**src/hw/vst_pkg.sv**
```systemverilog
// raster timing constants for the 640x480 sync generator
// assumes a 100 MHz system clock and a 25 MHz pixel rate derived from it
package vst_pkg;

    // clocks
    localparam int unsigned CLK_HZ     = 100_000_000;
    localparam int unsigned PIX_HZ     = 25_000_000;
    localparam int unsigned PIX_DIV    = CLK_HZ / PIX_HZ;
    localparam int unsigned DIV_W      = 2;

    // horizontal, in pixel clocks
    localparam int unsigned H_VIS      = 640;
    localparam int unsigned H_FP       = 16;
    localparam int unsigned H_PW       = 96;
    localparam int unsigned H_BP       = 48;
    localparam int unsigned H_TOTAL    = H_VIS + H_FP + H_PW + H_BP;

    // vertical, in lines
    localparam int unsigned V_VIS      = 480;
    localparam int unsigned V_FP       = 10;
    localparam int unsigned V_PW       = 2;
    localparam int unsigned V_BP       = 29;
    localparam int unsigned V_TOTAL    = V_VIS + V_FP + V_PW + V_BP;

    // printed times
    localparam int unsigned LINE_NS    = 32_000;
    localparam int unsigned LINE_CLKS  = LINE_NS / (1_000_000_000 / CLK_HZ);
    localparam int unsigned FRAME_PIX  = 416_800;
    localparam int unsigned FRAME_CLKS = FRAME_PIX * PIX_DIV;

    // widths
    localparam int unsigned CNT_W      = 10;
    localparam int unsigned ADDR_W     = 19;
    localparam int unsigned CH_W       = 4;
    localparam int unsigned PIX_W      = 3 * CH_W;
    localparam int unsigned FIFO_DEPTH = 16;

    // reset values
    localparam logic        SYNC_IDLE  = 1'b1;

endpackage

```
**src/hw/vst_timing.sv**
```systemverilog
// 640x480 raster sync generator with pixel fifo and colour outputs
// assumes pixels arrive in raster order on a valid/ready stream, one clock
`timescale 1ns/1ps
module vst_timing #(
    parameter int unsigned H_VIS   = vst_pkg::H_VIS,
    parameter int unsigned H_FP    = vst_pkg::H_FP,
    parameter int unsigned H_PW    = vst_pkg::H_PW,
    parameter int unsigned H_BP    = vst_pkg::H_BP,
    parameter int unsigned V_VIS   = vst_pkg::V_VIS,
    parameter int unsigned V_FP    = vst_pkg::V_FP,
    parameter int unsigned V_PW    = vst_pkg::V_PW,
    parameter int unsigned V_BP    = vst_pkg::V_BP,
    parameter int unsigned FIFO_D  = vst_pkg::FIFO_DEPTH
) (
    input  wire logic                        mclk,
    input  wire logic                        rst,
    input  wire logic                        px_valid,
    output logic                             px_ready,
    input  wire logic [vst_pkg::PIX_W-1:0]   px_data,
    output logic                             horiz_sync_out,
    output logic                             vert_sync_out,
    output logic [vst_pkg::CH_W-1:0]         red_out,
    output logic [vst_pkg::CH_W-1:0]         green_out,
    output logic [vst_pkg::CH_W-1:0]         blue_out,
    output logic [vst_pkg::CNT_W-1:0]        pix_col,
    output logic [vst_pkg::CNT_W-1:0]        pix_row,
    output logic [vst_pkg::ADDR_W-1:0]       pix_addr,
    output logic                             video_on,
    output logic                             frame_start,
    output logic                             underrun
);
    localparam int unsigned CW      = vst_pkg::CNT_W;
    localparam int unsigned H_TOT   = H_VIS + H_FP + H_PW + H_BP;
    localparam int unsigned V_TOT   = V_VIS + V_FP + V_PW + V_BP;
    localparam logic [CW-1:0] H_LAST  = CW'(H_TOT - 1);
    localparam logic [CW-1:0] V_LAST  = CW'(V_TOT - 1);
    localparam logic [CW-1:0] HS_BEG  = CW'(H_VIS + H_FP);
    localparam logic [CW-1:0] HS_END  = CW'(H_VIS + H_FP + H_PW);
    localparam logic [CW-1:0] VS_BEG  = CW'(V_VIS + V_FP);
    localparam logic [CW-1:0] VS_END  = CW'(V_VIS + V_FP + V_PW);
    localparam logic [vst_pkg::DIV_W-1:0] DIV_LAST =
        vst_pkg::DIV_W'(vst_pkg::PIX_DIV - 1);

    // pixel position is visible
    function automatic logic is_vis(input logic [CW-1:0] h, input logic [CW-1:0] v);
        is_vis = (h < CW'(H_VIS)) && (v < CW'(V_VIS));
    endfunction

    // linear memory address of a pixel
    function automatic logic [vst_pkg::ADDR_W-1:0] addr_of(input logic [CW-1:0] h,
                                                           input logic [CW-1:0] v);
        logic [vst_pkg::ADDR_W-1:0] a;
        a = vst_pkg::ADDR_W'(v) * vst_pkg::ADDR_W'(H_VIS);
        addr_of = a + vst_pkg::ADDR_W'(h);
    endfunction

    logic [vst_pkg::DIV_W-1:0]  div_r;
    logic                       tick;
    logic [CW-1:0]              h_r;
    logic [CW-1:0]              v_r;
    logic                       vis;
    logic                       fifo_valid;
    logic                       fifo_pop;
    logic [vst_pkg::PIX_W-1:0]  fifo_data;

    assign tick     = (div_r == DIV_LAST);
    assign vis      = is_vis(h_r, v_r);
    assign fifo_pop = tick && vis && fifo_valid;

    // pixel rate divider
    always_ff @(posedge mclk) begin
        if (rst) begin
            div_r <= '0;
        end else begin
            div_r <= tick ? '0 : div_r + 1'b1;
        end
    end

    // column counter
    always_ff @(posedge mclk) begin
        if (rst) begin
            h_r <= '0;
        end else if (tick) begin
            h_r <= (h_r == H_LAST) ? '0 : h_r + 1'b1;
        end
    end

    // row counter, one step per line, origin at line start
    always_ff @(posedge mclk) begin
        if (rst) begin
            v_r <= '0;
        end else if (tick && h_r == H_LAST) begin
            v_r <= (v_r == V_LAST) ? '0 : v_r + 1'b1;
        end
    end

    // syncs, registered on the pixel slot edge
    always_ff @(posedge mclk) begin
        if (rst) begin
            horiz_sync_out <= vst_pkg::SYNC_IDLE;
            vert_sync_out  <= vst_pkg::SYNC_IDLE;
        end else if (tick) begin
            horiz_sync_out <= !(h_r >= HS_BEG && h_r < HS_END);
            vert_sync_out  <= !(v_r >= VS_BEG && v_r < VS_END);
        end
    end

    // position and address of the pixel on the outputs
    always_ff @(posedge mclk) begin
        if (rst) begin
            pix_col     <= '0;
            pix_row     <= '0;
            pix_addr    <= '0;
            video_on    <= 1'b0;
            frame_start <= 1'b0;
        end else begin
            frame_start <= tick && h_r == '0 && v_r == '0;
            if (tick) begin
                pix_col  <= h_r;
                pix_row  <= v_r;
                pix_addr <= vis ? addr_of(h_r, v_r) : '0;
                video_on <= vis;
            end
        end
    end

    // colour: one fifo word per visible slot while the fifo has one, black on underrun and elsewhere
    always_ff @(posedge mclk) begin
        if (rst) begin
            red_out   <= '0;
            green_out <= '0;
            blue_out  <= '0;
            underrun  <= 1'b0;
        end else begin
            underrun <= tick && vis && !fifo_valid;
            if (tick) begin
                if (fifo_pop) begin
                    {red_out, green_out, blue_out} <= fifo_data;
                end else begin
                    red_out   <= '0;
                    green_out <= '0;
                    blue_out  <= '0;
                end
            end
        end
    end

    vst_fifo #(
        .W     (vst_pkg::PIX_W),
        .DEPTH (FIFO_D)
    ) u_fifo (
        .mclk      (mclk),
        .rst       (rst),
        .in_valid  (px_valid),
        .in_ready  (px_ready),
        .in_data   (px_data),
        .out_valid (fifo_valid),
        .out_ready (fifo_pop),
        .out_data  (fifo_data)
    );

    // checking helpers: cycle counts between sync edges
    localparam int LINE_C  = int'(H_TOT * vst_pkg::PIX_DIV);
    localparam int HPW_C   = int'(H_PW * vst_pkg::PIX_DIV);
    localparam int VPW_C   = int'(V_PW) * LINE_C;
    localparam int FRAME_C = int'(V_TOT) * LINE_C;

    logic [21:0] hs_gap_r;
    logic [21:0] hs_low_r;
    logic [21:0] vs_gap_r;
    logic [21:0] vs_low_r;
    logic        hs_seen_r;
    logic        vs_seen_r;
    logic        hs_prev_r;
    logic        vs_prev_r;

    always_ff @(posedge mclk) begin
        if (rst) begin
            hs_gap_r  <= '0;
            hs_low_r  <= '0;
            vs_gap_r  <= '0;
            vs_low_r  <= '0;
            hs_seen_r <= 1'b0;
            vs_seen_r <= 1'b0;
            hs_prev_r <= 1'b1;
            vs_prev_r <= 1'b1;
        end else begin
            hs_prev_r <= horiz_sync_out;
            vs_prev_r <= vert_sync_out;
            hs_gap_r  <= (hs_prev_r && !horiz_sync_out) ? 22'h1 : hs_gap_r + 22'h1;
            vs_gap_r  <= (vs_prev_r && !vert_sync_out) ? 22'h1 : vs_gap_r + 22'h1;
            hs_low_r  <= horiz_sync_out ? '0 : hs_low_r + 22'h1;
            vs_low_r  <= vert_sync_out ? '0 : vs_low_r + 22'h1;
            if (hs_prev_r && !horiz_sync_out) begin
                hs_seen_r <= 1'b1;
            end
            if (vs_prev_r && !vert_sync_out) begin
                vs_seen_r <= 1'b1;
            end
        end
    end

    property p_pix_rate;
        @(posedge mclk) disable iff (rst)
        tick |=> !tick [*3] ##1 tick;
    endproperty
    a_pix_rate: assert property (p_pix_rate) else $error("pixel slot not 4 clocks");

    property p_line_len;
        @(posedge mclk) disable iff (rst)
        (hs_seen_r && hs_prev_r && !horiz_sync_out) |-> hs_gap_r == 22'(LINE_C);
    endproperty
    a_line_len: assert property (p_line_len) else $error("line length wrong");

    property p_hs_width;
        @(posedge mclk) disable iff (rst)
        $rose(horiz_sync_out) && hs_seen_r |-> hs_low_r == 22'(HPW_C);
    endproperty
    a_hs_width: assert property (p_hs_width) else $error("hsync width wrong");

    property p_vs_width;
        @(posedge mclk) disable iff (rst)
        $rose(vert_sync_out) && vs_seen_r |-> vs_low_r == 22'(VPW_C);
    endproperty
    a_vs_width: assert property (p_vs_width) else $error("vsync width wrong");

    property p_frame_len;
        @(posedge mclk) disable iff (rst)
        (vs_seen_r && vs_prev_r && !vert_sync_out) |-> vs_gap_r == 22'(FRAME_C);
    endproperty
    a_frame_len: assert property (p_frame_len) else $error("frame length wrong");

    property p_blank;
        @(posedge mclk) disable iff (rst)
        !video_on |-> {red_out, green_out, blue_out} == '0;
    endproperty
    a_blank: assert property (p_blank) else $error("colour during blanking");

    property p_h_wrap;
        @(posedge mclk) disable iff (rst)
        (tick && h_r == H_LAST) |=> h_r == '0 && v_r != $past(v_r);
    endproperty
    a_h_wrap: assert property (p_h_wrap) else $error("column wrap or row step wrong");

    property p_v_step;
        @(posedge mclk) disable iff (rst)
        (tick && h_r != H_LAST) |=> v_r == $past(v_r);
    endproperty
    a_v_step: assert property (p_v_step) else $error("row moved mid line");

    property p_addr;
        @(posedge mclk) disable iff (rst)
        video_on |-> pix_addr == addr_of(pix_col, pix_row);
    endproperty
    a_addr: assert property (p_addr) else $error("address mismatch");

    property p_pop_slot;
        @(posedge mclk) disable iff (rst)
        fifo_pop |=> video_on && {red_out, green_out, blue_out} == $past(fifo_data);
    endproperty
    a_pop_slot: assert property (p_pop_slot) else $error("pixel not in its slot");

    property p_hs_pos;
        @(posedge mclk) disable iff (rst)
        !horiz_sync_out |-> pix_col >= HS_BEG && pix_col < HS_END;
    endproperty
    a_hs_pos: assert property (p_hs_pos) else $error("hsync outside pulse columns");

    property p_frame_cov;
        @(posedge mclk) disable iff (rst)
        frame_start;
    endproperty
    c_frame: cover property (p_frame_cov);

    property p_under_cov;
        @(posedge mclk) disable iff (rst)
        underrun;
    endproperty
    c_under: cover property (p_under_cov);

    property p_vs_cov;
        @(posedge mclk) disable iff (rst)
        $rose(vert_sync_out) && vs_seen_r;
    endproperty
    c_vsync: cover property (p_vs_cov);

endmodule // vst_timing

```
**src/hw/vst_fifo.sv**
```systemverilog
// pixel word fifo, flop storage, registered full and empty
// assumes one clock, synchronous active high reset
`timescale 1ns/1ps
module vst_fifo #(
    parameter int unsigned W     = 12,
    parameter int unsigned DEPTH = 16
) (
    input  wire logic         mclk,
    input  wire logic         rst,
    input  wire logic         in_valid,
    output logic              in_ready,
    input  wire logic [W-1:0] in_data,
    output logic              out_valid,
    input  wire logic         out_ready,
    output logic [W-1:0]      out_data
);
    localparam int unsigned AW = $clog2(DEPTH);

    logic [W-1:0]  mem_r [DEPTH];
    logic [AW-1:0] wr_r;
    logic [AW-1:0] rd_r;
    logic [AW:0]   cnt_r;
    logic [AW:0]   cnt_nxt;
    logic          push;
    logic          pop;

    assign push      = in_valid && in_ready;
    assign pop       = out_valid && out_ready;
    assign out_data  = mem_r[rd_r];
    assign cnt_nxt   = cnt_r + (AW+1)'(push) - (AW+1)'(pop);

    // storage
    always_ff @(posedge mclk) begin
        if (push) begin
            mem_r[wr_r] <= in_data;
        end
    end

    // pointers
    always_ff @(posedge mclk) begin
        if (rst) begin
            wr_r <= '0;
            rd_r <= '0;
        end else begin
            if (push) begin
                wr_r <= (wr_r == AW'(DEPTH-1)) ? '0 : wr_r + 1'b1;
            end
            if (pop) begin
                rd_r <= (rd_r == AW'(DEPTH-1)) ? '0 : rd_r + 1'b1;
            end
        end
    end

    // occupancy and flags
    always_ff @(posedge mclk) begin
        if (rst) begin
            cnt_r     <= '0;
            in_ready  <= 1'b0;
            out_valid <= 1'b0;
        end else begin
            cnt_r     <= cnt_nxt;
            in_ready  <= (cnt_nxt != (AW+1)'(DEPTH));
            out_valid <= (cnt_nxt != '0);
        end
    end

endmodule // vst_fifo

```
**config.mk**
```make
export PLATFORM = sky130hd
export DESIGN_NAME = vst_timing
export DESIGN_NICKNAME = d
export VERILOG_FILES = /design/src/hw/vst_pkg.sv /design/src/hw/vst_timing.sv /design/src/hw/vst_fifo.sv
export SDC_FILE = /design/constraint.sdc
export NUM_CORES = 1
export LEC_CHECK = 0
export ABC_AREA = 1
export BUFFER_PORTS_ARGS = -buffer_cell sky130_fd_sc_hd__buf_2
export CAP_MARGIN = 30
export CORE_MARGIN = 2
export CORE_UTILIZATION = 60
export DETAILED_ROUTE_END_ITERATION = 10
export PLACE_DENSITY_LB_ADDON = 0.08
export RECOVER_POWER = 50
export SLEW_MARGIN = 10
export SYNTH_ARGS = -nofsm -noshare
export SYNTH_HDL_FRONTEND = slang
export SYNTH_SLANG_ARGS = --single-unit
```
**constraint.sdc**
```tcl
create_clock -name mclk -period 3.8 [get_ports mclk]
set_input_delay 0.76 -clock mclk [delete_from_list [all_inputs] [get_ports mclk]]
set_output_delay 0.76 -clock mclk [all_outputs]
set_load 0.005 [all_outputs]
```
==> run summary, run 1 <==
The flow ran to the end, and the final reports show no timing, DRC or antenna violations. The layout overhead on the synthesized area is 13.2%. CTS built an H-tree with a depth of 1. The hold path depth came out at 2. The setup check on the worst reg-to-reg path leaves a slack of 0.92 ns.

In the post-synthesis netlist, the biggest area contributors are sky130_fd_sc_hd__edfxtp_1 47%, sky130_fd_sc_hd__dfxtp_1 16%, sky130_fd_sc_hd__nand2_1 11%, sky130_fd_sc_hd__nand3_1 4.6%, sky130_fd_sc_hd__a21oi_1 3.6%. The achievable frequency came out at 348 MHz. The average size of a mapped cell is 10.2 um2. Once detailed placement completed, the half-perimeter wirelength came to 17.5 mm. The share of flip-flops with an asynchronous set or reset after synthesis is 0%.

The relative slew slack came out at 3.38%. The final number of hold-violating endpoints is 0. The number of pins exceeding their max-slew limit in the final report came out at 0. The post-CTS repair timing setup buffer count came out at 0.

STA classifies the critical path startpoint as a register. The synthesized flop and latch total is 289. The placement-stage worst setup slack is 1.04 ns.

At the end of the flow the core is filled with cells to 69.1%. The post-synthesis cell type with the largest combined area is sky130_fd_sc_hd__edfxtp_1. The share of post-route cells with drive strength above 1 is 13.3%. Among all flip-flop cells after synthesis, the most frequent one is sky130_fd_sc_hd__edfxtp_1.

The length in cells of the worst reg-to-reg path came out at 14. The post-synthesis instance area is 12400 um2. Dividing the final minimum period by the clock period gives 75.7%. The arrival time at the worst endpoint came out at 3.23 ns. The class of the tightest hold or removal check is reg -> reg. The number of warnings issued by yosys came out at 0. In this run, synthesis inferred 192 flip-flops with an integrated enable. The clock drives 289 sinks. The count of buffering cells on the critical path with inverters included came out at 4. Across every metal layer, demand over resource in global routing totals 25.4%. The detailed-router iteration count before antenna repair is 5. In this run, placement finished with an instance count of 1529. The worst-case clock buffer depth came out at 3. The total of max-cap violations came out at 0.

The required time of the critical path came out at 4.15 ns. The CTS buffer count is 29. The transition time of the tightest slew-check pin is 1.45 ns. The clock period minus final worst setup slack came out at 2.88 ns.

The number of nets with antenna violations after detailed routing is 0. The portion of the post-synthesis area used by sequential elements is 62.4%. The highest-delay cell along the critical path is sky130_fd_sc_hd__dfxtp_1. The post-synthesis net count is 1266. The post-route non-filler standard cell count came out at 1582. The floorplan step defined a die boundary enclosing 21800 um2. TritonCTS built the clock tree. The DRC marker count from the first detailed-route iteration came out at 861. The filler cell count came out at 1534. Grouping stages by cell kind, the critical path spends the most delay in adder cells. The largest clock skew in the final design is 0.00965 ns. The final wirelength is 27.5 mm. Dividing total power by cell area gives a power density of 495 nW/um2. The horizontal die dimension is 148 um. The initial core utilization is 61.1%. The total congestion overflow after global routing came out at 0. The reg-to-reg critical path startpoint is v_r[8]. In this run, post-CTS hold repair placed 0 buffers. The class of the most critical setup path is reg -> reg. Setup repair after global routing left no endpoint under its margin. The diode insertion count for antenna repair came out at 0.

Row generation in the floorplan step produced 52 rows. In this run the worst path has a maximum fanout of 6. The static leakage came out at 5.58 nW.

The die span in y came out at 148 um. The delay contributed by the slowest stage of the critical path is 0.44 ns. The number of endpoints failing setup at the final stage came out at 0. The setup slack after layout is 0.924 ns. After clock tree synthesis, the clock-pin slew on the worst setup and hold paths is 0.06 ns.

The pin count of the biggest net entering global routing is 59. The final-stage net count is 1342. The clock insertion delay at the later pin of the skew report came out at 0.54 ns. In this run the critical register-to-register path is captured at u_fifo.in_ready. The number of antenna violations at the first check in global routing came out at 0. The critical path starts at v_r[8]. The number of remaining DRC errors came out at 0. The number of global-route vias before repair was 8397. The first-pass GRT wire length is 43.7 mm.

The number of distinct standard cells referenced by the synthesized netlist is 47. The global placer's final weighted congestion came out at 0.890. The wire length per cell is 17.4 um. The synthesized instance count came out at 1214. IR analysis of the VDD net gives a maximum drop of 0.510 mV.

The post-cts sizing count came out at 0. For this block, the via count after detailed routing is 8845. The accumulated negative setup slack came out at 0 ns. The nature of the critical path endpoint is a register. The tree is rooted in a sky130_fd_sc_hd__clkbuf_16. The number of I/O pins came out at 72. The most critical setup path has its endpoint at u_fifo.in_ready.

The area share of the largest cell type after synthesis came out at 46.7%. The critical path goes through inv_2, nor3_4, nor2_4, nand4_4, inv_2, ha_1, inv_1, ha_1, inv_1, fa_1, o21ai_0, a21oi_1, nor3_1, o21ai_0. The average vias per placed instance is 5.59.

The number of stages on the worst setup path came out at 14. The region available for standard cell placement spans 20200 um2. The number of port buffers came out at 71.
[synthesized netlist by cell type, types with 2 or more instances]
library cell               count
sky130_fd_sc_hd__nand3_1     113
sky130_fd_sc_hd__nand2_4       2
sky130_fd_sc_hd__nor2_2        4
sky130_fd_sc_hd__fa_1          3
sky130_fd_sc_hd__o21ai_0      33
sky130_fd_sc_hd__buf_2        23
sky130_fd_sc_hd__inv_1        61
sky130_fd_sc_hd__dfxtp_1      97
sky130_fd_sc_hd__o21ai_1      14
sky130_fd_sc_hd__nor4_1        4
sky130_fd_sc_hd__xnor2_1       3
sky130_fd_sc_hd__a211oi_1     10
sky130_fd_sc_hd__nand3_2       3
sky130_fd_sc_hd__a22oi_1       7
sky130_fd_sc_hd__xor2_1        4
sky130_fd_sc_hd__nor3_1       12
sky130_fd_sc_hd__nor3b_1       3
sky130_fd_sc_hd__nand2_2      10
sky130_fd_sc_hd__buf_4         4
sky130_fd_sc_hd__a22o_1        3
sky130_fd_sc_hd__ha_1         34
sky130_fd_sc_hd__nand2_1     347
sky130_fd_sc_hd__buf_1         2
sky130_fd_sc_hd__nand4_1      12
sky130_fd_sc_hd__nand3b_1      2
sky130_fd_sc_hd__a31oi_1       2
sky130_fd_sc_hd__o31ai_1       2
sky130_fd_sc_hd__a21oi_1      89
sky130_fd_sc_hd__clkbuf_1     22
sky130_fd_sc_hd__or2_2         2
sky130_fd_sc_hd__o211ai_1      5
sky130_fd_sc_hd__inv_2        15
sky130_fd_sc_hd__edfxtp_1    192
sky130_fd_sc_hd__nor2_4        7
sky130_fd_sc_hd__nor2_1       56
[state kept, by name, indices dropped and copies added, names as in the netlist, named ones only]
signal / count
u_fifo.rd_r: 4
h_r: 10
underrun: 1
u_fifo.out_valid: 1
vert_sync_out: 1
red_out: 4
pix_addr: 19
video_on: 1
horiz_sync_out: 1
div_r: 2
u_fifo.mem_r: 192
green_out: 4
frame_start: 1
blue_out: 4
pix_row: 10
pix_col: 10
u_fifo.in_ready: 1
u_fifo.cnt_r: 5
u_fifo.wr_r: 4
v_r: 10
[report_power, final]
part	switching, mW	total [mW]	internal [mW]
sequential	0.0485	3.51	3.46
clock	1.16	2.90	1.74
combinational	0.350	0.519	0.169
[worst min-delay path by stage]
stage | from | to | slack [ns]
3_3_place_gp | div_r[0] | div_r[0] | 0.41
4_1_cts | div_r[0] | div_r[0] | 0.44
2_1_floorplan | div_r[0] | div_r[0] | 0.40
6_report | pix_addr[18] | pix_addr[18] | 0.45
3_5_place_dp | div_r[0] | div_r[0] | 0.42
5_1_grt | pix_addr[18] | pix_addr[18] | 0.46
[metrics by stage]
stage | instance area (um2) | hold WS, ns | power [mW]
2_1_floorplan | 12400 | 0.399 | 3.92
3_3_place_gp | 13000 | 0.405 | 4.07
3_5_place_dp | 13000 | 0.421 | 4.09
4_1_cts | 14000 | 0.439 | 6.96
5_1_grt | 14000 | 0.461 | 7.16
6_report | 14000 | 0.449 | 6.92
[cell families after synthesis]
logic type      count (synthesis)  share of synthesized area, %
flops                         289                          62.4
xor+xnor                        9                         0.851
buf+inv                       127                          4.21
fa+ha+maj                      37                          3.93
compound gates                169                          7.60
simple gates                  583                          21.0
[worst reg2reg max path, delay by kind of cell, from the launching register on]
kind,cells,cell delay (ns)
AOI/OAI and AO/OA,3,0.39
adders and majority gates,3,0.84
buffers and inverters,4,0.31
DFF,1,0.44
and+or+nand+nor,4,0.72
[placed cells by master, fill, tap and decap left out, types with 4 or more instances in the layout]
| master | synthesis | final |
|---|---|---|
| sky130_fd_sc_hd__nor2_1 | 56 | 55 |
| sky130_fd_sc_hd__a22oi_1 | 7 | 7 |
| sky130_fd_sc_hd__nor2_2 | 4 | 4 |
| sky130_fd_sc_hd__nor2_4 | 7 | 8 |
| sky130_fd_sc_hd__clkbuf_1 | 22 | 22 |
| sky130_fd_sc_hd__nand2_2 | 10 | 10 |
| sky130_fd_sc_hd__nand4_1 | 12 | 12 |
| sky130_fd_sc_hd__nand2_1 | 347 | 347 |
| sky130_fd_sc_hd__nand3_1 | 113 | 113 |
| sky130_fd_sc_hd__clkbuf_16 | 0 | 31 |
| sky130_fd_sc_hd__clkinv_1 | 0 | 6 |
| sky130_fd_sc_hd__inv_1 | 61 | 61 |
| sky130_fd_sc_hd__buf_4 | 4 | 17 |
| sky130_fd_sc_hd__a211oi_1 | 10 | 10 |
| sky130_fd_sc_hd__buf_2 | 23 | 58 |
| sky130_fd_sc_hd__nor3_1 | 12 | 12 |
| sky130_fd_sc_hd__o211ai_1 | 5 | 5 |
| sky130_fd_sc_hd__o21ai_0 | 33 | 33 |
| sky130_fd_sc_hd__o21ai_1 | 14 | 14 |
| sky130_fd_sc_hd__xor2_1 | 4 | 4 |
| sky130_fd_sc_hd__inv_2 | 15 | 15 |
| sky130_fd_sc_hd__clkinv_2 | 0 | 4 |
| sky130_fd_sc_hd__ha_1 | 34 | 34 |
| sky130_fd_sc_hd__a21oi_1 | 89 | 89 |
| sky130_fd_sc_hd__nor4_1 | 4 | 4 |
| sky130_fd_sc_hd__edfxtp_1 | 192 | 192 |
| sky130_fd_sc_hd__dfxtp_1 | 97 | 96 |
[layer usage]
metal  vias to the layer above  routed length (um)  GRT usage, %
met4                         0                 699          7.60
li1                       4322                   -             -
met1                      4195               12500          36.4
met5                         -                   0             0
met2                       271               12800          41.0
met3                        57                1430          3.27
[final cells by class]
cell class	count	area (um2)	share of cell area, %
Clock buffer	37	828	5.92
Clock inverter	16	156	1.12
Inverter	76	285	2.04
Multi-Input combinational cell	798	4140	29.6
Tap cell	270	338	2.42
Sequential cell	289	7710	55.1
Timing Repair Buffer	96	537	3.84
Power figures use the tool's default switching activity.
==> run 2, diff against run 1 <==
--- a/config.mk
+++ b/config.mk
@@ -9,7 +9,7 @@
 export BUFFER_PORTS_ARGS = -buffer_cell sky130_fd_sc_hd__buf_2
 export CAP_MARGIN = 30
 export CORE_MARGIN = 2
-export CORE_UTILIZATION = 60
+export CORE_UTILIZATION = 55
 export DETAILED_ROUTE_END_ITERATION = 10
 export PLACE_DENSITY_LB_ADDON = 0.08
 export RECOVER_POWER = 50
==> constraint.sdc (replaced) <==
create_clock -name mclk -period 2.63 [get_ports mclk]
set_input_delay 0.526 -clock mclk [delete_from_list [all_inputs] [get_ports mclk]]
set_output_delay 0.526 -clock mclk [all_outputs]
set_load 0.005 [all_outputs]
==> run summary, run 2 (synthesis results as in run 1) <==
Result of the run: finished clean (unchanged). Unrepaired setup endpoints after global routing: no (unchanged). The nature of the critical path endpoint is a register (unchanged). The number of global-route vias before repair is 8431 (was 8397). The placeable core region is 22000 um2 (was 20200 um2). Cell Chain, Critical Path: inv_1, nor3_4, nor2_4, nand4_4, inv_2, ha_1, inv_1, ha_1, inv_1, fa_2, a21oi_1, nor3_2, o21ai_0 (was inv_2, nor3_4, nor2_4, nand4_4, inv_2, ha_1, inv_1, ha_1, inv_1, fa_1, o21ai_0, a21oi_1, nor3_1, o21ai_0). The top cell family by delay on the critical path is adder cells (unchanged). The die span in y came out at 154 um (was 148 um). The first-pass GRT wire length came out at 46.7 mm (was 43.7 mm). The share of post-route cells with drive strength above 1 came to 13.2% (was 13.3%). The horizontal die dimension came out at 154 um (was 148 um). The post-route core utilization came out at 64.0% (was 69.1%). The destination of the critical timing path was u_fifo.in_ready (unchanged). The total congestion overflow after global routing is 0 (unchanged).

The total of max-cap violations is 0 (unchanged). The critical path startpoint is h_r[9] (was v_r[8]). The total clock sinks is 289 (unchanged). The number of nets with antenna violations after detailed routing came out at 0 (unchanged). The cell chosen for the clock root is sky130_fd_sc_hd__clkbuf_16 (unchanged). The largest register by flop count is u_fifo.mem_r (unchanged).

The length in cells of the worst reg-to-reg path came to 13 (was 14). The DRC marker count from the first detailed-route iteration came out at 922 (was 861). The worst-case clock buffer depth is 3 (unchanged).

The critical path launch point type is a register (unchanged). The pin count of the biggest net entering global routing came out at 97 (was 59). The capture point of the worst reg-to-reg path is u_fifo.in_ready (unchanged).

The total power is 9.56 mW (was 6.92 mW). The post-DP HPWL is 18.5 mm (was 17.5 mm). The required time of the critical path came out at 3.05 ns (was 4.15 ns). The final-stage net count came out at 1368 (was 1342). The final wirelength came to 29.4 mm (was 27.5 mm). The flip-flop count of the largest register, all copies and words added came to 192 (unchanged). The achievable frequency came out at 417 MHz (was 348 MHz). The number of port buffers is 71 (unchanged). The clock period minus final worst setup slack came out at 2.40 ns (was 2.88 ns). The most used cell along the critical path is sky130_fd_sc_hd__inv_1. The via count came out at 8939 (was 8845). The final clock period utilization by the worst path came to 91.2% (was 75.7%). The peak supply drop is 0.540 mV (was 0.510 mV).

The number of endpoints failing setup at the final stage is 0 (unchanged). The register clock-pin slew on the reported worst setup and hold paths is 0.06 ns (about the same). The diode insertion count for antenna repair came out at 0 (unchanged). The average vias per placed instance is 5.52 (was 5.59). The accumulated negative setup slack came to 0 ns (unchanged). Most used cells in the layout excluding fill and tap cells: 347 x sky130_fd_sc_hd__nand2_1, 192 x sky130_fd_sc_hd__edfxtp_1, 113 x sky130_fd_sc_hd__nand3_1, 95 x sky130_fd_sc_hd__dfxtp_1, 89 x sky130_fd_sc_hd__a21oi_1 (was 347 x sky130_fd_sc_hd__nand2_1, 192 x sky130_fd_sc_hd__edfxtp_1, 113 x sky130_fd_sc_hd__nand3_1, 96 x sky130_fd_sc_hd__dfxtp_1, 89 x sky130_fd_sc_hd__a21oi_1). The number of H-tree levels is 1 (unchanged).

The number of stages on the worst setup path came out at 13 (was 14). The number of pins exceeding their max-slew limit in the final report was 0 (unchanged). The relative slew slack was 29.1% (was 3.38%).

The static leakage is 5.59 nW (was 5.58 nW). The largest clock skew in the final design is 0.0142 ns (was 0.00965 ns). The number of antenna violations at the first check in global routing came out at 0 (unchanged). The count of buffering cells on the critical path with inverters included came out at 4 (unchanged). The class of the most critical setup path is reg -> reg (unchanged). The final number of hold-violating endpoints came out at 0 (unchanged).

The floorplan die area was 23700 um2 (was 21800 um2). The reg-to-reg critical path startpoint is h_r[9] (was v_r[8]). The most common cell after layout, fill and taps aside is sky130_fd_sc_hd__nand2_1 (unchanged).

The worst-case register-to-register setup slack came out at 0.23 ns (was 0.92 ns). The number of I/O pins came out at 72 (unchanged). The layout overhead on the synthesized area is 13.8% (was 13.2%). The detailed-router iteration count before antenna repair came out at 5 (unchanged). The transition time of the tightest slew-check pin came out at 1.06 ns (was 1.45 ns). The CTS tree is yes (unchanged). The wire length per cell is 18.2 um (was 17.4 um). The overall routing resource usage is 25.2% (was 25.4%). The initial core utilization came out at 56.3% (was 61.1%).

The post-route non-filler standard cell count is 1618 (was 1582). The global placer's final weighted congestion is 0.900 (was 0.890). The clock insertion delay at the later pin of the skew report came out at 0.55 ns (was 0.54 ns).

The total power divided by cell area is 680 nW/um2 (was 495 nW/um2). The highest-delay cell along the critical path is sky130_fd_sc_hd__fa_2 (was sky130_fd_sc_hd__dfxtp_1). The number of rows created at floorplan came out at 54 (was 52). The critical-path maximum fanout is 2 (was 6). The delay contributed by the slowest stage of the critical path is 0.53 ns (was 0.44 ns). The class of the tightest hold or removal check is in -> reg (was reg -> reg). The post-cts hold buffer count is 0 (unchanged). Largest registers: u_fifo.mem_r x192, pix_addr x19 (unchanged). The CTS buffer count was 28 (was 29). The arrival time at the worst endpoint is 2.82 ns (was 3.23 ns).

The number of remaining DRC errors came out at 0 (unchanged). The number of cells after detailed placement came out at 1565 (was 1529).
run 2: area by class of cell:
type                            instances  area [um2]
Fill cell                            1845        7900
Clock inverter                         12        73.8
Timing Repair Buffer                  123         729
Sequential cell                       289        7710
Clock buffer                           40         767
Multi-Input combinational cell        798        4140
Inverter                               76         285
Tap cell                              280         350
run 2: metrics by stage:
stage                     instance area (um2)  hold WS, ns  worst slack (ns)
after floorplan                         12400        0.399             0.176
after global placement                  13300        0.406             0.141
after detailed placement                13300        0.422            0.0564
after CTS                               14100        0.333            0.0275
after global routing                    14100        0.351           0.00806
final                                   14100        0.337             0.232
run 2: what timing repair did:
item                       CTS  global route
setup endpoints to repair    0             3
buffers inserted             0             1
gates resized for setup      0             7
run 2: routing by layer:
metal	vias to the layer above	global-route usage (%)	share of wire, %
met5	-	0	0
met4	0	6.99	2.5
met3	55	3.86	6.9
met2	288	39.8	46
met1	4221	36.8	45
li1	4375	-	-
run 2: report_power, final:
part / internal [mW] / switching [mW]
Sequential: 5.00 / 0.0677
Clock: 2.11 / 1.60
Combinational: 0.262 / 0.524
run 2: worst min path at each step:
stage                         from         endpoint  slack [ns]  depth (start not counted)
after global routing           rst  u_fifo.cnt_r[1]        0.35                          2
after detailed placement  div_r[0]         div_r[0]        0.42                          1
after floorplan           div_r[0]         div_r[0]        0.40                          1
final                          rst  u_fifo.cnt_r[0]        0.34                          2
after CTS                      rst  u_fifo.cnt_r[0]        0.33                          2
after global placement    div_r[0]         div_r[0]        0.41                          1
==> run 3, diff against run 2 <==
--- a/config.mk
+++ b/config.mk
@@ -12,7 +12,7 @@
 export CORE_UTILIZATION = 55
 export DETAILED_ROUTE_END_ITERATION = 10
 export PLACE_DENSITY_LB_ADDON = 0.08
-export RECOVER_POWER = 50
+export RECOVER_POWER = 100
 export SLEW_MARGIN = 10
 export SYNTH_ARGS = -nofsm -noshare
 export SYNTH_HDL_FRONTEND = slang
==> run summary, run 3 (synthesis results as in run 1) <==
Result of the run: finished clean (unchanged). The post-route non-filler standard cell count is 1618 (unchanged). The final wirelength is 29.5 mm (was 29.4 mm). The number of antenna violations at the first check in global routing was 0 (unchanged). The first-pass GRT wire length is 46.7 mm (unchanged). The accumulated negative setup slack came out at 0 ns (unchanged).

The pin count of the biggest net entering global routing came out at 97 (unchanged). The most used cell along the critical path is sky130_fd_sc_hd__inv_1 (unchanged). The DRC marker count from the first detailed-route iteration is 903 (was 922). The clock period minus final worst setup slack was 2.42 ns (was 2.40 ns). The largest register by flop count is u_fifo.mem_r (unchanged). The required time of the critical path came to 3.10 ns (was 3.05 ns).

The detailed-router iteration count before antenna repair came out at 7 (was 5). The diode insertion count for antenna repair came out at 0 (unchanged). The endpoint of the worst hold-timing path was u_fifo.cnt_r[0] (unchanged).

The wire length per cell came out at 18.2 um (about the same). The overall routing resource usage is 25.2% (unchanged). The filler cell count came out at 1883 (was 1845). The nature of the critical path endpoint is a register (unchanged).

The number of rows created at floorplan came to 54 (unchanged). The horizontal die dimension is 154 um (unchanged). The die span in y is 154 um (unchanged). The length in cells of the worst reg-to-reg path is 14 (was 13). The worst hold path startpoint is rst (unchanged). The critical-path maximum fanout is 3 (was 2). The number of H-tree levels came out at 1 (unchanged). Most used cells in the layout excluding fill and tap cells: 348 x sky130_fd_sc_hd__nand2_1, 192 x sky130_fd_sc_hd__edfxtp_1, 113 x sky130_fd_sc_hd__nand3_1, 95 x sky130_fd_sc_hd__dfxtp_1, 89 x sky130_fd_sc_hd__a21oi_1 (was 347 x sky130_fd_sc_hd__nand2_1, 192 x sky130_fd_sc_hd__edfxtp_1, 113 x sky130_fd_sc_hd__nand3_1, 95 x sky130_fd_sc_hd__dfxtp_1, 89 x sky130_fd_sc_hd__a21oi_1). The CTS buffer count came to 28 (unchanged).

The flip-flop count of the largest register, all copies and words added is 192 (unchanged). The number of global-route vias before repair came out at 8431 (unchanged). The number of remaining DRC errors came out at 0 (unchanged). The critical path launch point type is a register (unchanged).

The cell chosen for the clock root was sky130_fd_sc_hd__clkbuf_16 (unchanged). The highest-delay cell along the critical path is sky130_fd_sc_hd__fa_1 (was sky130_fd_sc_hd__fa_2). The reg-to-reg critical path startpoint is h_r[9] (unchanged). The worst-case register-to-register setup slack was 0.21 ns (was 0.23 ns).

The arrival time at the worst endpoint is 2.89 ns (was 2.82 ns). The total power divided by cell area came out at 685 nW/um2 (was 680 nW/um2). The number of I/O pins came out at 72 (unchanged).

The worst-case clock buffer depth came out at 3 (unchanged). The final-stage net count was 1368 (unchanged). The transition time of the tightest slew-check pin was 1.20 ns (was 1.06 ns). The delay contributed by the slowest stage of the critical path is 0.42 ns (was 0.53 ns). The final number of hold-violating endpoints came out at 0 (unchanged).

The register clock-pin slew on the reported worst setup and hold paths came out at 0.06 ns (about the same). The layout overhead on the synthesized area is 12.8% (was 13.8%). The total of max-cap violations came out at 0 (unchanged). The achievable frequency came out at 413 MHz (was 417 MHz). The static leakage is 5.45 nW (was 5.59 nW).

The post-DP HPWL is 18.5 mm (unchanged). Unrepaired setup endpoints after global routing: no (unchanged). The relative slew slack is 19.7% (was 29.1%).

The most common cell after layout, fill and taps aside is sky130_fd_sc_hd__nand2_1 (unchanged). The total congestion overflow after global routing is 0 (unchanged). The number of pins exceeding their max-slew limit in the final report is 0 (unchanged). The capture point of the worst reg-to-reg path is u_fifo.out_valid (was u_fifo.in_ready).

The number of nets with antenna violations after detailed routing came out at 0 (unchanged). The initial core utilization is 56.3% (unchanged). The hold path depth is 2 (unchanged).

Largest registers: u_fifo.mem_r x192, pix_addr x19 (unchanged). The class of the tightest hold or removal check is in -> reg (unchanged). The post-cts hold buffer count is 0 (unchanged). The class of the most critical setup path is reg -> reg (unchanged). The number of cells after detailed placement came out at 1565 (unchanged). The largest clock skew in the final design is 0.0128 ns (was 0.0142 ns).

The clock insertion delay at the later pin of the skew report is 0.54 ns (was 0.55 ns). The average vias per placed instance came out at 5.55 (was 5.52). The peak supply drop came out at 0.540 mV (about the same). The placeable core region came out at 22000 um2 (unchanged). The number of port buffers came out at 71 (unchanged).

The final clock period utilization by the worst path is 92.0% (was 91.2%). The via count was 8983 (was 8939). The floorplan die area is 23700 um2 (unchanged). The global placer's final weighted congestion came out at 0.900 (unchanged). Cell Chain, Critical Path: inv_1, nor3_4, nor2_4, nand4_4, inv_2, ha_1, inv_1, ha_1, inv_1, fa_1, o21ai_1, xor2_1, inv_1, o21ai_1 (was inv_1, nor3_4, nor2_4, nand4_4, inv_2, ha_1, inv_1, ha_1, inv_1, fa_2, a21oi_1, nor3_2, o21ai_0). The total clock sinks came out at 289 (unchanged). The number of endpoints failing setup at the final stage came to 0 (unchanged). The CTS tree is yes (unchanged). The share of post-route cells with drive strength above 1 came out at 10.3% (was 13.2%).
## run 3: worst max path at each step
stage	startpoint	endpoint	depth (start not counted)
after global placement	h_r[9]	u_fifo.out_valid	14
after CTS	h_r[9]	u_fifo.out_valid	15
final	h_r[9]	u_fifo.out_valid	14
after global routing	h_r[9]	u_fifo.out_valid	14
after floorplan	v_r[5]	u_fifo.in_ready	14
after detailed placement	h_r[9]	u_fifo.out_valid	15
## run 3: final cells by class
type                    instances  area, um2  area share, %
clock buffers                  40        767           5.50
repair buffers                123        633           4.54
well taps                     280        350           2.51
multi-input cells             798       4120           29.5
inverters                      76        285           2.05
flip-flops and latches        289       7710           55.3
clock inverters                12       73.8          0.530
## run 3: per-stage QoR
step	area [um2]	utilization (%)	total power [mW]	hold WS [ns]	worst slack (ns)
2_1_floorplan	12400	-	5.67	0.399	0.176
3_3_place_gp	13300	60.4	5.90	0.406	0.141
3_5_place_dp	13300	60.4	5.93	0.422	0.0564
4_1_cts	14100	64.2	9.61	0.333	0.0275
5_1_grt	13900	63.5	9.91	0.351	0.0118
6_report	13900	63.5	9.54	0.335	0.211
## run 3: timing repair
action / CTS / global route
resized for setup: 0 / 7
endpoints found under the setup margin: 0 / 3
setup buffers: 0 / 1
## run 3: routing by layer
layer	track usage, %	up-vias	part of all wire (%)
li1	-	4373	-
met1	36.8	4228	45
met2	39.8	324	46
met3	3.86	58	6.7
met4	6.99	0	2.5
met5	0	-	0
## run 3: where the power goes
group | internal [mW] | switching, mW
sequential | 5.00 | 0.0677
clock | 2.11 | 1.59
combinational | 0.251 | 0.525
## run 3: critical path: cells and delay by family, from the launching register on
family | cells | cell delay (ns)
and+or+nand+nor | 3 | 0.39
DFF | 1 | 0.33
AOI/OAI and AO/OA | 2 | 0.29
buffers and inverters | 5 | 0.31
adders and majority gates | 3 | 0.84
xor gates and xnor gates | 1 | 0.19
